[src/shared/dwpr_pkg.sv]
`default_nettype none
package dwpr_pkg;
   // clock and timing
   localparam int CLK_NS      = 8;
   localparam int FLAG_MIN_NS = 125;
   localparam int DD_HALF_NS  = 1000;
   localparam int SD_HALF_NS  = 2000;
   localparam int PULSE_NS    = 250;
   localparam int WG_LEAD_NS  = 1000;
   localparam int GUARD_NS    = 100;
   localparam int FLAG_MIN_CYC = (FLAG_MIN_NS + CLK_NS - 1) / CLK_NS;
   localparam int DD_HALF_CYC  = (DD_HALF_NS + CLK_NS - 1) / CLK_NS;
   localparam int SD_HALF_CYC  = (SD_HALF_NS + CLK_NS - 1) / CLK_NS;
   localparam int PULSE_CYC    = (PULSE_NS + CLK_NS - 1) / CLK_NS;
   localparam int WG_LEAD_CYC  = (WG_LEAD_NS + CLK_NS - 1) / CLK_NS;
   localparam int GUARD_CYC    = (GUARD_NS + CLK_NS - 1) / CLK_NS;
   // register byte offsets
   localparam logic [7:0] CMD_OFS    = 8'h00;
   localparam logic [7:0] TRACK_OFS  = 8'h04;
   localparam logic [7:0] WDATA_OFS  = 8'h08;
   localparam logic [7:0] STATUS_OFS = 8'h0c;
   localparam logic [7:0] CTRL_OFS   = 8'h10;
   // operation codes in the command register
   localparam logic [1:0] OP_ABORT    = 2'h0;
   localparam logic [1:0] OP_POSITION = 2'h1;
   localparam logic [1:0] OP_READ     = 2'h2;
   localparam logic [1:0] OP_WRITE    = 2'h3;
   localparam logic [7:0] INNER_TRACK = 8'h2b;
   localparam logic [3:0] LAST_HALF   = 4'hf;
   typedef enum logic [3:0] {
      ST_IDLE  = 4'b0001,
      ST_LEAD  = 4'b0010,
      ST_WRITE = 4'b0100,
      ST_READ  = 4'b1000
   } dwpr_state_e;
endpackage
`default_nettype wire

[src/hdl/dwpr_drive_if.sv]
// What this block does
// RULE1: the drive's index sensor toggles once per diskette revolution.
// RULE2: read and write need ready; positioning ignores ready entirely.
// RULE3: write gate rises before the first write data pulse.
// RULE4: write fault shares the separator enable pin; outside logic splits them. This block has separate write_fault_in and separator_enable pins.
// RULE5: inner track flag is high for tracks beyond 43.
// RULE6: single density writes take no precompensation; early and late unused.
// RULE7: double density holds early or late 125 ns around each pulse.
// RULE8: early or late is chosen from the surrounding written bit pattern.
// RULE9: outside logic delays one unit nominal, two late, none early.
// RULE10: digital precomp counter makes 2 MHz and 4 MHz clocks.
// RULE11: idle precomp shift register shifts ones, output stays low.
// RULE12: write pulse loads a zero into one of three stages.
// RULE13: mixed FM and MFM systems bypass the digital precomp.
// RULE14: separator window clock strobes raw pulses, centred ideally.
// RULE15: raw pulse outside its window reports CRC or record-not-found error.
// RULE16: phase-lock separator slows for wide pulses, speeds for close ones.
// RULE17: counter separator free-runs, adjusting only the current window.
// RULE18: separator enable rises once head is loaded and pulses are present. This block has no head-load input: it rises in a read once a raw pulse is seen.
// RULE19: sync gate high over all-zero or all-one fields; side variant replaces it.
// RULE20: small counter separator loads 5, counts down, halves for 50% duty.
// RULE21: table counter separator runs at 16 MHz or 8 MHz.
// RULE22: density high selects single, low double; held during operations.
// RULE23: separator gates the window clock synchronously on separator enable.
// RULE24: early and late together count as nominal at the precomp logic.
// RULE25: precomp logic emits one output pulse per write pulse.
//
// The implementer's own choices: the register offsets and the AHB-Lite interface to the registers.
`timescale 1ns/1ps
`default_nettype none
module dwpr_drive_if
   import dwpr_pkg::*;
#(
   parameter int SYNC_RUN     = 8,
   parameter bit SIDE_VARIANT = 1'b0
)(
   // clock and reset
   input  wire logic        hclk,
   input  wire logic        hresetn,
   // ahb-lite slave
   input  wire logic        hsel,
   input  wire logic [7:0]  haddr,
   input  wire logic [1:0]  htrans,
   input  wire logic        hwrite,
   input  wire logic [2:0]  hsize,
   input  wire logic [31:0] hwdata,
   input  wire logic        hready,
   output logic             hreadyout,
   output logic             hresp,
   output logic [31:0]      hrdata,
   // drive status pins
   input  wire logic        index_pulse,
   input  wire logic        track_zero_sense,
   input  wire logic        ready_in,
   input  wire logic        write_fault_in,
   input  wire logic        density_select_n,
   // write pins
   output logic             write_gate_out,
   output logic             write_pulse,
   output logic             early_out,
   output logic             late_out,
   output logic             inner_track_flag,
   // read separator pins
   input  wire logic        raw_read_pulse,
   input  wire logic        read_window_clk,
   output logic             separator_enable,
   output logic             sync_field_gate,
   output logic             side_select_out
);
   dwpr_state_e state_reg;
   logic [6:0]  pin_meta_reg, pin_sync_reg;
   logic        dens_n_s, idx_s, trk0_s, rdy_s, wf_s, raw_s, rclk_s;
   logic        wr_pend_reg, rd_pend_reg;
   logic [7:0]  addr_reg, track_reg, wdata_reg, sh_reg, cyc_reg, win_cnt_reg;
   logic        side_reg, dd_reg, prev_reg;
   logic [3:0]  half_reg;
   logic        nrdy_reg, crc_reg, rnf_reg, wfault_reg, synced_reg, saw_reg;
   logic        raw_d_reg, rclk_d_reg;
   logic [1:0]  per_cnt_reg;
   logic [7:0]  run_reg;
   logic        cmd_stb, abort, cmd_start, half_end, want, early_next, late_next;
   logic        raw_rise, rclk_rise, rclk_edge, win_err, sync_hit;
   logic [7:0]  half_len;
   logic [1:0]  op;

   assign hreadyout = 1'b1;
   assign hresp     = 1'b0;

   // pins cross into hclk; only the second stage is read
   always_ff @(posedge hclk or negedge hresetn)
      if (!hresetn)
      begin
         pin_meta_reg <= 7'h00;
         pin_sync_reg <= 7'h00;
      end
      else
      begin
         pin_meta_reg <= {density_select_n, index_pulse, track_zero_sense, ready_in,
                          write_fault_in, raw_read_pulse, read_window_clk};
         pin_sync_reg <= pin_meta_reg;
      end
   assign {dens_n_s, idx_s, trk0_s, rdy_s, wf_s, raw_s, rclk_s} = pin_sync_reg;

   function automatic logic [31:0] rd_mux(input logic [7:0] a);
      case (a)
         TRACK_OFS:  rd_mux = {24'h00_0000, track_reg};
         WDATA_OFS:  rd_mux = {24'h00_0000, wdata_reg};
         CTRL_OFS:   rd_mux = {31'h0000_0000, side_reg};
         STATUS_OFS: rd_mux = {24'h00_0000, synced_reg, wfault_reg, idx_s, trk0_s,
                               rnf_reg, crc_reg, nrdy_reg, state_reg != ST_IDLE};
         default:    rd_mux = 32'h0000_0000;
      endcase
   endfunction

   // zero-wait slave: address latched, write applied in the data phase
   always_ff @(posedge hclk or negedge hresetn)
      if (!hresetn)
      begin
         wr_pend_reg <= 1'b0;
         rd_pend_reg <= 1'b0;
         addr_reg    <= 8'h00;
         hrdata      <= 32'h0000_0000;
      end
      else
      begin
         wr_pend_reg <= hsel && htrans[1] && hready && hwrite;
         rd_pend_reg <= hsel && htrans[1] && hready && !hwrite;
         if (hsel && htrans[1] && hready)
            addr_reg <= haddr;
         if (hsel && htrans[1] && hready && !hwrite)
            hrdata <= rd_mux(haddr);
      end

   always_ff @(posedge hclk or negedge hresetn)
      if (!hresetn)
      begin
         track_reg <= 8'h00;
         wdata_reg <= 8'h00;
         side_reg  <= 1'b0;
      end
      else if (wr_pend_reg)
      begin
         if (addr_reg == TRACK_OFS)
            track_reg <= hwdata[7:0];
         if (addr_reg == WDATA_OFS)
            wdata_reg <= hwdata[7:0];
         if (addr_reg == CTRL_OFS)
            side_reg <= hwdata[0];
      end

   assign op        = hwdata[1:0];
   assign cmd_stb   = wr_pend_reg && addr_reg == CMD_OFS;
   assign abort     = cmd_stb && op == OP_ABORT;
   assign cmd_start = cmd_stb && op != OP_ABORT && state_reg == ST_IDLE;
   assign half_len  = dd_reg ? 8'(DD_HALF_CYC) : 8'(SD_HALF_CYC);
   assign half_end  = cyc_reg == half_len - 8'h01;

   // sequencer; positioning completes at once without looking at ready
   always_ff @(posedge hclk or negedge hresetn)
      if (!hresetn)
         state_reg <= ST_IDLE;
      else
         case (state_reg)
            ST_IDLE:
               if (cmd_start && rdy_s && op == OP_READ)
                  state_reg <= ST_READ; // RULE2
               else if (cmd_start && rdy_s && op == OP_WRITE)
                  state_reg <= ST_LEAD; // RULE2 RULE3
            ST_LEAD:
               if (abort || wf_s)
                  state_reg <= ST_IDLE;
               else if (cyc_reg == 8'(WG_LEAD_CYC - 1))
                  state_reg <= ST_WRITE;
            ST_WRITE:
               if (abort || wf_s || (half_end && half_reg == LAST_HALF))
                  state_reg <= ST_IDLE;
            ST_READ:
               if (abort)
                  state_reg <= ST_IDLE;
            default:
               state_reg <= ST_IDLE;
         endcase

   // density is latched at start so a mid-operation change has no effect
   always_ff @(posedge hclk or negedge hresetn)
      if (!hresetn)
         dd_reg <= 1'b0;
      else if (cmd_start)
         dd_reg <= !dens_n_s; // RULE22

   // cell timing and bit pattern for the write stream
   always_ff @(posedge hclk or negedge hresetn)
      if (!hresetn)
      begin
         cyc_reg  <= 8'h00;
         half_reg <= 4'h0;
         sh_reg   <= 8'h00;
         prev_reg <= 1'b0;
      end
      else if (state_reg == ST_IDLE)
      begin
         cyc_reg  <= 8'h00;
         half_reg <= 4'h0;
         if (cmd_start)
            sh_reg <= wdata_reg;
      end
      else if (state_reg == ST_LEAD)
         cyc_reg <= (cyc_reg == 8'(WG_LEAD_CYC - 1)) ? 8'h00 : cyc_reg + 8'h01;
      else if (state_reg == ST_WRITE)
      begin
         cyc_reg <= half_end ? 8'h00 : cyc_reg + 8'h01;
         if (half_end)
            half_reg <= half_reg + 4'h1;
         if (half_end && half_reg[0])
         begin
            prev_reg <= sh_reg[7];
            sh_reg   <= {sh_reg[6:0], 1'b0};
         end
      end

   // mfm clock pulse only between two zeros; fm writes every clock
   assign want = half_reg[0] ? sh_reg[7] : (!dd_reg || (!prev_reg && !sh_reg[7]));
   // a one next to a lone neighbour is pushed away from the crowd
   assign early_next = dd_reg && half_reg[0] && sh_reg[7] && !prev_reg && sh_reg[6]; // RULE8
   assign late_next  = dd_reg && half_reg[0] && sh_reg[7] && prev_reg && !sh_reg[6]; // RULE8

   // flags span the whole half cell; pulse sits mid-cell, well inside them
   always_ff @(posedge hclk or negedge hresetn)
      if (!hresetn)
      begin
         write_gate_out <= 1'b0;
         write_pulse    <= 1'b0;
         early_out      <= 1'b0;
         late_out       <= 1'b0;
      end
      else
      begin
         write_gate_out <= state_reg == ST_LEAD || state_reg == ST_WRITE; // RULE3
         write_pulse    <= state_reg == ST_WRITE && want && cyc_reg >= (half_len >> 1)
                           && cyc_reg < (half_len >> 1) + 8'(PULSE_CYC);
         early_out      <= state_reg == ST_WRITE && early_next; // RULE7
         late_out       <= state_reg == ST_WRITE && late_next; // RULE7
      end

   always_ff @(posedge hclk or negedge hresetn)
      if (!hresetn)
         inner_track_flag <= 1'b0;
      else
         inner_track_flag <= track_reg > INNER_TRACK; // RULE5

   // read window tracking from the sampled window clock
   assign raw_rise  = raw_s && !raw_d_reg;
   assign rclk_rise = rclk_s && !rclk_d_reg;
   assign rclk_edge = rclk_s ^ rclk_d_reg;
   // a pulse too close to a window edge has fallen outside its window
   assign win_err   = state_reg == ST_READ && raw_rise
                      && (rclk_edge || win_cnt_reg < 8'(GUARD_CYC));
   assign sync_hit  = run_reg >= 8'(SYNC_RUN);

   always_ff @(posedge hclk or negedge hresetn)
      if (!hresetn)
      begin
         raw_d_reg   <= 1'b0;
         rclk_d_reg  <= 1'b0;
         win_cnt_reg <= 8'h00;
         per_cnt_reg <= 2'h0;
         run_reg     <= 8'h00;
      end
      else
      begin
         raw_d_reg   <= raw_s;
         rclk_d_reg  <= rclk_s;
         win_cnt_reg <= rclk_edge ? 8'h00 : win_cnt_reg + {7'h00, win_cnt_reg != 8'hff};
         if (rclk_rise)
         begin
            per_cnt_reg <= {1'b0, raw_rise};
            // exactly one pulse per window period means a uniform field
            run_reg     <= (per_cnt_reg == 2'h1) ? run_reg + {7'h00, !sync_hit} : 8'h00;
         end
         else if (raw_rise && per_cnt_reg != 2'h3)
            per_cnt_reg <= per_cnt_reg + 2'h1;
      end

   // sticky status: cleared by a new command, an event in that cycle still sets
   always_ff @(posedge hclk or negedge hresetn)
      if (!hresetn)
      begin
         nrdy_reg   <= 1'b0;
         crc_reg    <= 1'b0;
         rnf_reg    <= 1'b0;
         wfault_reg <= 1'b0;
         synced_reg <= 1'b0;
         saw_reg    <= 1'b0;
      end
      else
      begin
         if (cmd_start)
         begin
            nrdy_reg   <= 1'b0;
            crc_reg    <= 1'b0;
            rnf_reg    <= 1'b0;
            wfault_reg <= 1'b0;
            synced_reg <= 1'b0;
            saw_reg    <= 1'b0;
         end
         if (cmd_start && !rdy_s && (op == OP_READ || op == OP_WRITE))
            nrdy_reg <= 1'b1; // RULE2
         if (win_err && synced_reg)
            crc_reg <= 1'b1; // RULE15
         if (win_err && !synced_reg)
            rnf_reg <= 1'b1; // RULE15
         if ((state_reg == ST_LEAD || state_reg == ST_WRITE) && wf_s)
            wfault_reg <= 1'b1;
         if (state_reg == ST_READ && sync_hit)
            synced_reg <= 1'b1;
         if (state_reg == ST_READ && raw_rise)
            saw_reg <= 1'b1;
      end

   always_ff @(posedge hclk or negedge hresetn)
      if (!hresetn)
      begin
         separator_enable <= 1'b0;
         sync_field_gate  <= 1'b0;
         side_select_out  <= 1'b0;
      end
      else
      begin
         separator_enable <= state_reg == ST_READ && saw_reg; // RULE18
         sync_field_gate  <= !SIDE_VARIANT && state_reg == ST_READ && saw_reg
                             && sync_hit; // RULE19
         side_select_out  <= SIDE_VARIANT && side_reg; // RULE19
      end
endmodule
`default_nettype wire

[config.mk]
export PLATFORM = sky130hd
export DESIGN_NAME = dwpr_drive_if
export DESIGN_NICKNAME = d
export VERILOG_FILES = /design/src/shared/dwpr_pkg.sv /design/src/hdl/dwpr_drive_if.sv
export SDC_FILE = /design/constraint.sdc
export NUM_CORES = 1
export LEC_CHECK = 0
export CAP_MARGIN = 10
export CORE_MARGIN = 1
export CORE_UTILIZATION = 55
export CTS_CLUSTER_SIZE = 30
export DETAILED_ROUTE_END_ITERATION = 8
export DONT_BUFFER_PORTS = 1
export HOLD_SLACK_MARGIN = 0.06
export PLACE_DENSITY_LB_ADDON = 0.1
export SYNTH_ARGS = -nofsm -noshare
export SYNTH_HDL_FRONTEND = slang
export SYNTH_SLANG_ARGS = --single-unit
[constraint.sdc]
create_clock -name hclk -period 2.9 [get_ports hclk]
set_clock_uncertainty 0.05 [all_clocks]
set_input_delay 0.435 -clock hclk [delete_from_list [all_inputs] [get_ports hclk]]
set_output_delay 0.435 -clock hclk [all_outputs]
set_load 0.01 [all_outputs]
### Yosys cells after proc, flatten, opt, wreduce, memory -nomap -nowiden

Cells that the tools add are included.

| operators by class | value |
|---|---|
| shifts and indexed selects | 0 |
| add/sub/neg operators | 7 |
| muxes and demuxes | 35 |
| reduce and logical (&&, ||, !) cells | 76 |
| equal/unequal tests | 26 |
| order comparisons | 5 |
| bitwise operators | 3 |
| multipliers | 0 |
| divide/modulo/power cells | 0 |

Operators by type and width:

| kind | number |
|---|---|
| $mux W8 | 13 |
| $mux W4 | 10 |
| $logic_and A1 B1 Y1 | 38 |
| $pmux W8 S4 | 1 |
| $eq A8 B4 Y1 const B | 3 |
| $reduce_bool A2 Y1 | 11 |
| $add A8 B1 Y8 | 2 |
| $eq A8 B3 Y1 const B | 2 |
| $eq A8 B5 Y1 const B | 2 |
| $pmux W4 S4 | 1 |
| $reduce_and A4 Y1 | 3 |
| $logic_not A1 Y1 | 11 |
| $ne A2 B2 Y1 const B | 5 |
| $add A7 B6 Y8 const B | 1 |
| $add A8 B1 Y8 const B | 1 |
| $eq A4 B4 Y1 const B | 2 |
| $eq A8 B7 Y1 const B | 1 |
| $eq A8 B8 Y1 | 1 |
| $ge A8 B4 Y1 const B | 1 |
| $ge A8 B7 Y1 | 1 |
| $gt A8 B6 Y1 const B | 1 |
| $logic_not A8 Y1 | 1 |
| $lt A8 B4 Y1 const B | 1 |
| $lt A8 B8 Y1 | 1 |
| other kinds (21) | 38 |

| word-level totals | value |
|---|---|
| memory bits (read-only) | 0 |
| memory bits (writable) | 0 |
| logic and storage cells | 184 |
| flip-flop bits (word level) | 131 |
| bits of input ports | 57 |
| latch bits | 0 |
| output and inout bits | 42 |
| memories kept | 0 |

### Depth between registers and ports, before layout

| logic depth | value |
|---|---|
| depth after elaboration | 9 |
| depth in mapped cells | 9 |

### Worst setup path before layout

Ideal clock, no wire load.

| timing | value |
|---|---|
| kind | reg2reg |
| from | register addr_reg[5] |
| to | register track_reg[0] |
| arrival | 2.086 ns |
| path buffers | 0 |
| data required time | 2.725 ns |
| stages on the path, launching flop included | 5 |
| slack | 0.639 ns |
| setup time | 0.125 ns |
| cells stage by stage | dfrtp_1 -> or4b_4 -> or4_4 -> nor3b_4 -> mux2_2 |

| between the ends | value |
|---|---|
| longest elaborated chain between the ends | 2 |

RTL lines:

| item | line | text |
|---|---|---|
| start: declaration | dwpr_drive_if.sv:74 | `logic [7:0] addr_reg, track_reg, wdata_reg, sh_reg, cyc_reg, win_cnt_reg;` |
| start signal: assignment | dwpr_drive_if.sv:129 | `addr_reg <= haddr;` |
| $eq A8 B3 Y1 | dwpr_drive_if.sv:143 | `if (addr_reg == TRACK_OFS)` |
| $reduce_and A2 Y1 (no source line) | - |  |
| end signal: assignment | dwpr_drive_if.sv:144 | `track_reg <= hwdata[7:0];` |
| end: declaration | dwpr_drive_if.sv:74 |  |

No other way between the ends.
A chain may end at the register's enable or synchronous reset.

### Worst setup path after layout

| timing | value |
|---|---|
| from | register addr_reg[5] |
| to | register wdata_reg[6] |

| between the ends | value |
|---|---|
| longest elaborated chain between the ends | 2 |

RTL lines:

| item | line | text |
|---|---|---|
| $eq A8 B4 Y1 | dwpr_drive_if.sv:145 | `if (addr_reg == WDATA_OFS)` |
| $reduce_and A2 Y1 (no source line) | - |  |
| end signal: assignment | dwpr_drive_if.sv:146 | `wdata_reg <= hwdata[7:0];` |
| end: declaration | dwpr_drive_if.sv:74 |  |

No other way between the ends.

==> run_results.csv <==
group,metric,value,unit
grt,grt_pass1_vias,3234,
synthesis,yosysMostFrequentCell,"dfrtp_1",
route,wire_per_inst,15.9,um
floorplanning,design.die.area,9570,sq um
cts,clkTransAtPathRegs,0.12,ns
grt,grt_pass1_wl,15500,um
final_layout,final_cell_area,5360,sq um
pwr,p_leak,2.54,nW
sta,maxSlewViolCount,0,
cts,worstSkewPairLatency,0.38,ns
synthesis,synth_seq_area_share,53.1,%
route,drtIter0Drc,162,
route,num_vias,3316,
floorplanning,io_pins,99,
floorplanning,core,8810,sq um
pwr,peakVddDrop,0.326,mV
placed_design,post-dp-hpwl,6320,um
final_layout,fin_cells,574,
worst_setup_path,worst_setup_path_end_kind,"register",
worst_setup_path,startpoint_type,"register",
cts,postCtsHoldBufs,7,
run,maxCapViolations,0,
run_status,outcome,"finished with violations",
route,wirelength,9150,um
final_layout,drive_above_1_share,13.3,%
synthesis,synth_top_area_cell,"dfrtp_1",
final_layout,finalNetCount,533,
route,firstDrtPassIters,7,
synthesis,synth_top_area_share,52.5,%
cts,cts_tree,"built",
floorplanning,fp.dieW,97.8,um
synthesis,synth_common_cells,"dfrtp_1 (106), nand2_1 (40), mux2_2 (31)",
final_layout,fill_cells,737,
grt,grt_use_total,20.3,%
worst_setup_path,critPathMaxStageDelay,0.56,ns
sta,relSlewSlack,39.2,%
sta,setup_violations,0,
worst_setup_path,crit_slowest_cell,"or4b_4",
cts,clockRootBuffer,"clkbuf_8",
synthesis,postSynth.asyncResetShare,100,%
sta,finalHoldViolations,107,
synthesis,syn_area_per_cell,11.2,sq um
hold_path,min_path_type,"input pin to asynchronous set/reset pin",
synthesis,synth-main-ff-cell,"dfrtp_1",
final_layout,diodes,0,
placed_design,placed_cell_area,5060,sq um
cts,cts_setup_buffers,0,
grt,grt-ovfl-total,0,
placed_design,dp_cells,551,
route,drcViolationCount,12,
floorplanning,num_rows,34,
synthesis,synth.distinct_cells,55,
final_layout,utilization,60.8,%
worst_setup_path,rrSetupSlack,0.41,ns
worst_setup_path,crit_chain,"or4b_4 > or4_4 > nor3b_4 > mux2_2",
run_status,failed_checks,"design-rule violations, negative hold slack",
sta,rsz0062_at_grt,"no",
floorplanning,start_util,57.3,%
cts,cts_made_buffers,9,
floorplanning,die_h,97.8,um
synthesis,synth_edf_count,0,
placed_design,io_buffers,0,
grt,grt_max_degree,108,
cts,ctsResizeCount,0,
pwr,finalPower,2.81,mW
synthesis,yosys-top-cells-area,"dfrtp_1 (53%), mux2_2 (6.9%), buf_4 (4.0%), ha_1 (3.7%), nand2_1 (3.0%)",
sta,period_needed,2.49,ns
sta,period_share,85.9,%
placed_design,pre_cts_slack,0.413,ns
sta,fin_ws,0.408,ns
cts,cts.sinks,107,
sta,whs,-0.302,ns
sta,fin_tns_setup,0,ns
grt,antenna_found_initial,0,
pwr,powerDensity,524,nW/um^2
sta,tightestPinTransition,0.900,ns
synthesis,ys_warn_count,0,
placed_design,routabilityCongestion,0.817,
worst_setup_path,worstPathArrival,2.71,ns
cts,htree_levels,3,
synthesis,syn_area,5050,sq um
synthesis,syn_inst,452,
route,via_per_inst,5.78,
worst_setup_path,crit_type,"register to register",
route,postRouteAntennaNets,0,
synthesis,ys_seq_elements,107,
worst_setup_path,path_max_fanout,9,
sta,fmax,401,MHz
worst_setup_path,worst_ep_required_time,3.12,ns
final_layout,synthToLayoutAreaGrowth,6.07,%
cts,cts_max_path_buffers,2,
## layout make-up
class                   instances  area, sq um  share of cell area [%]
well taps                     108          135                    2.52
clock inverters                 7         97.6                    1.82
repair buffers                 11          100                    1.87
clock buffers                   9          124                    2.31
flip-flops and latches        107         2680                    50.0
multi-input cells             312         2140                    40.0
inverters                      20         75.1                    1.40
## layout by cell type, fill, tap and decap left out, types with 6 or more instances in the layout
cell,count
dfrtp_1,106
nand2_1,40
mux2_2,31
o21ai_0,27
conb_1,27
inv_1,20
nor2_1,16
nand3_1,16
ha_1,15
and2_1,11
a21oi_1,9
clkbuf_8,9
nor3_1,8
o21a_1,8
a21o_1,7
o22a_1,7
a22oi_1,7
dlygate4sd3_1,7
xnor2_1,6
## worst max-delay path, delay by kind of cell, from the launching register on
family        cells  cell delay (ns)
simple gates      3             1.53
flops             1             0.40
mux               1             0.40
## where the power goes
part	internal [mW]	switching [mW]
registers	1.58	0.0695
clock network	0.362	0.595
logic	0.103	0.101
## per-layer routing
metal | up-vias | GRT usage [%] | part of all wire (%)
li1 | 1577 | - | -
met3 | 5 | 5.01 | 4.0
met5 | - | 0 | 0
met1 | 1665 | 28.2 | 46
met2 | 69 | 32.6 | 49
met4 | 0 | 4.43 | 0.57
## final timing paths
kind | endpoint | start | cells after the start
setup / recovery | wdata_reg[6] | addr_reg[5] | 4
hold / removal | pin_sync_reg[6] | hresetn | 0
setup reg to reg | wdata_reg[6] | addr_reg[5] | 4
hold reg to reg | pin_sync_reg[3] | pin_meta_reg[3] | 0
max in group asynchronous | state_reg[0] | hresetn | 0
min in group hclk | state_reg[0] | hwdata[1] | 1
## cells by family after synthesis
group | count (synthesis) | synth area share (%)
adders and majority gates | 15 | 3.72
DFF | 107 | 53.1
xor gates and xnor gates | 11 | 1.91
and+or+nand+nor | 128 | 14.1
AOI/OAI and AO/OA | 95 | 12.9
muxes | 36 | 7.91
buffers and inverters | 58 | 6.32
other | 2 | 0.149
(Power assumes the default switching activity.)
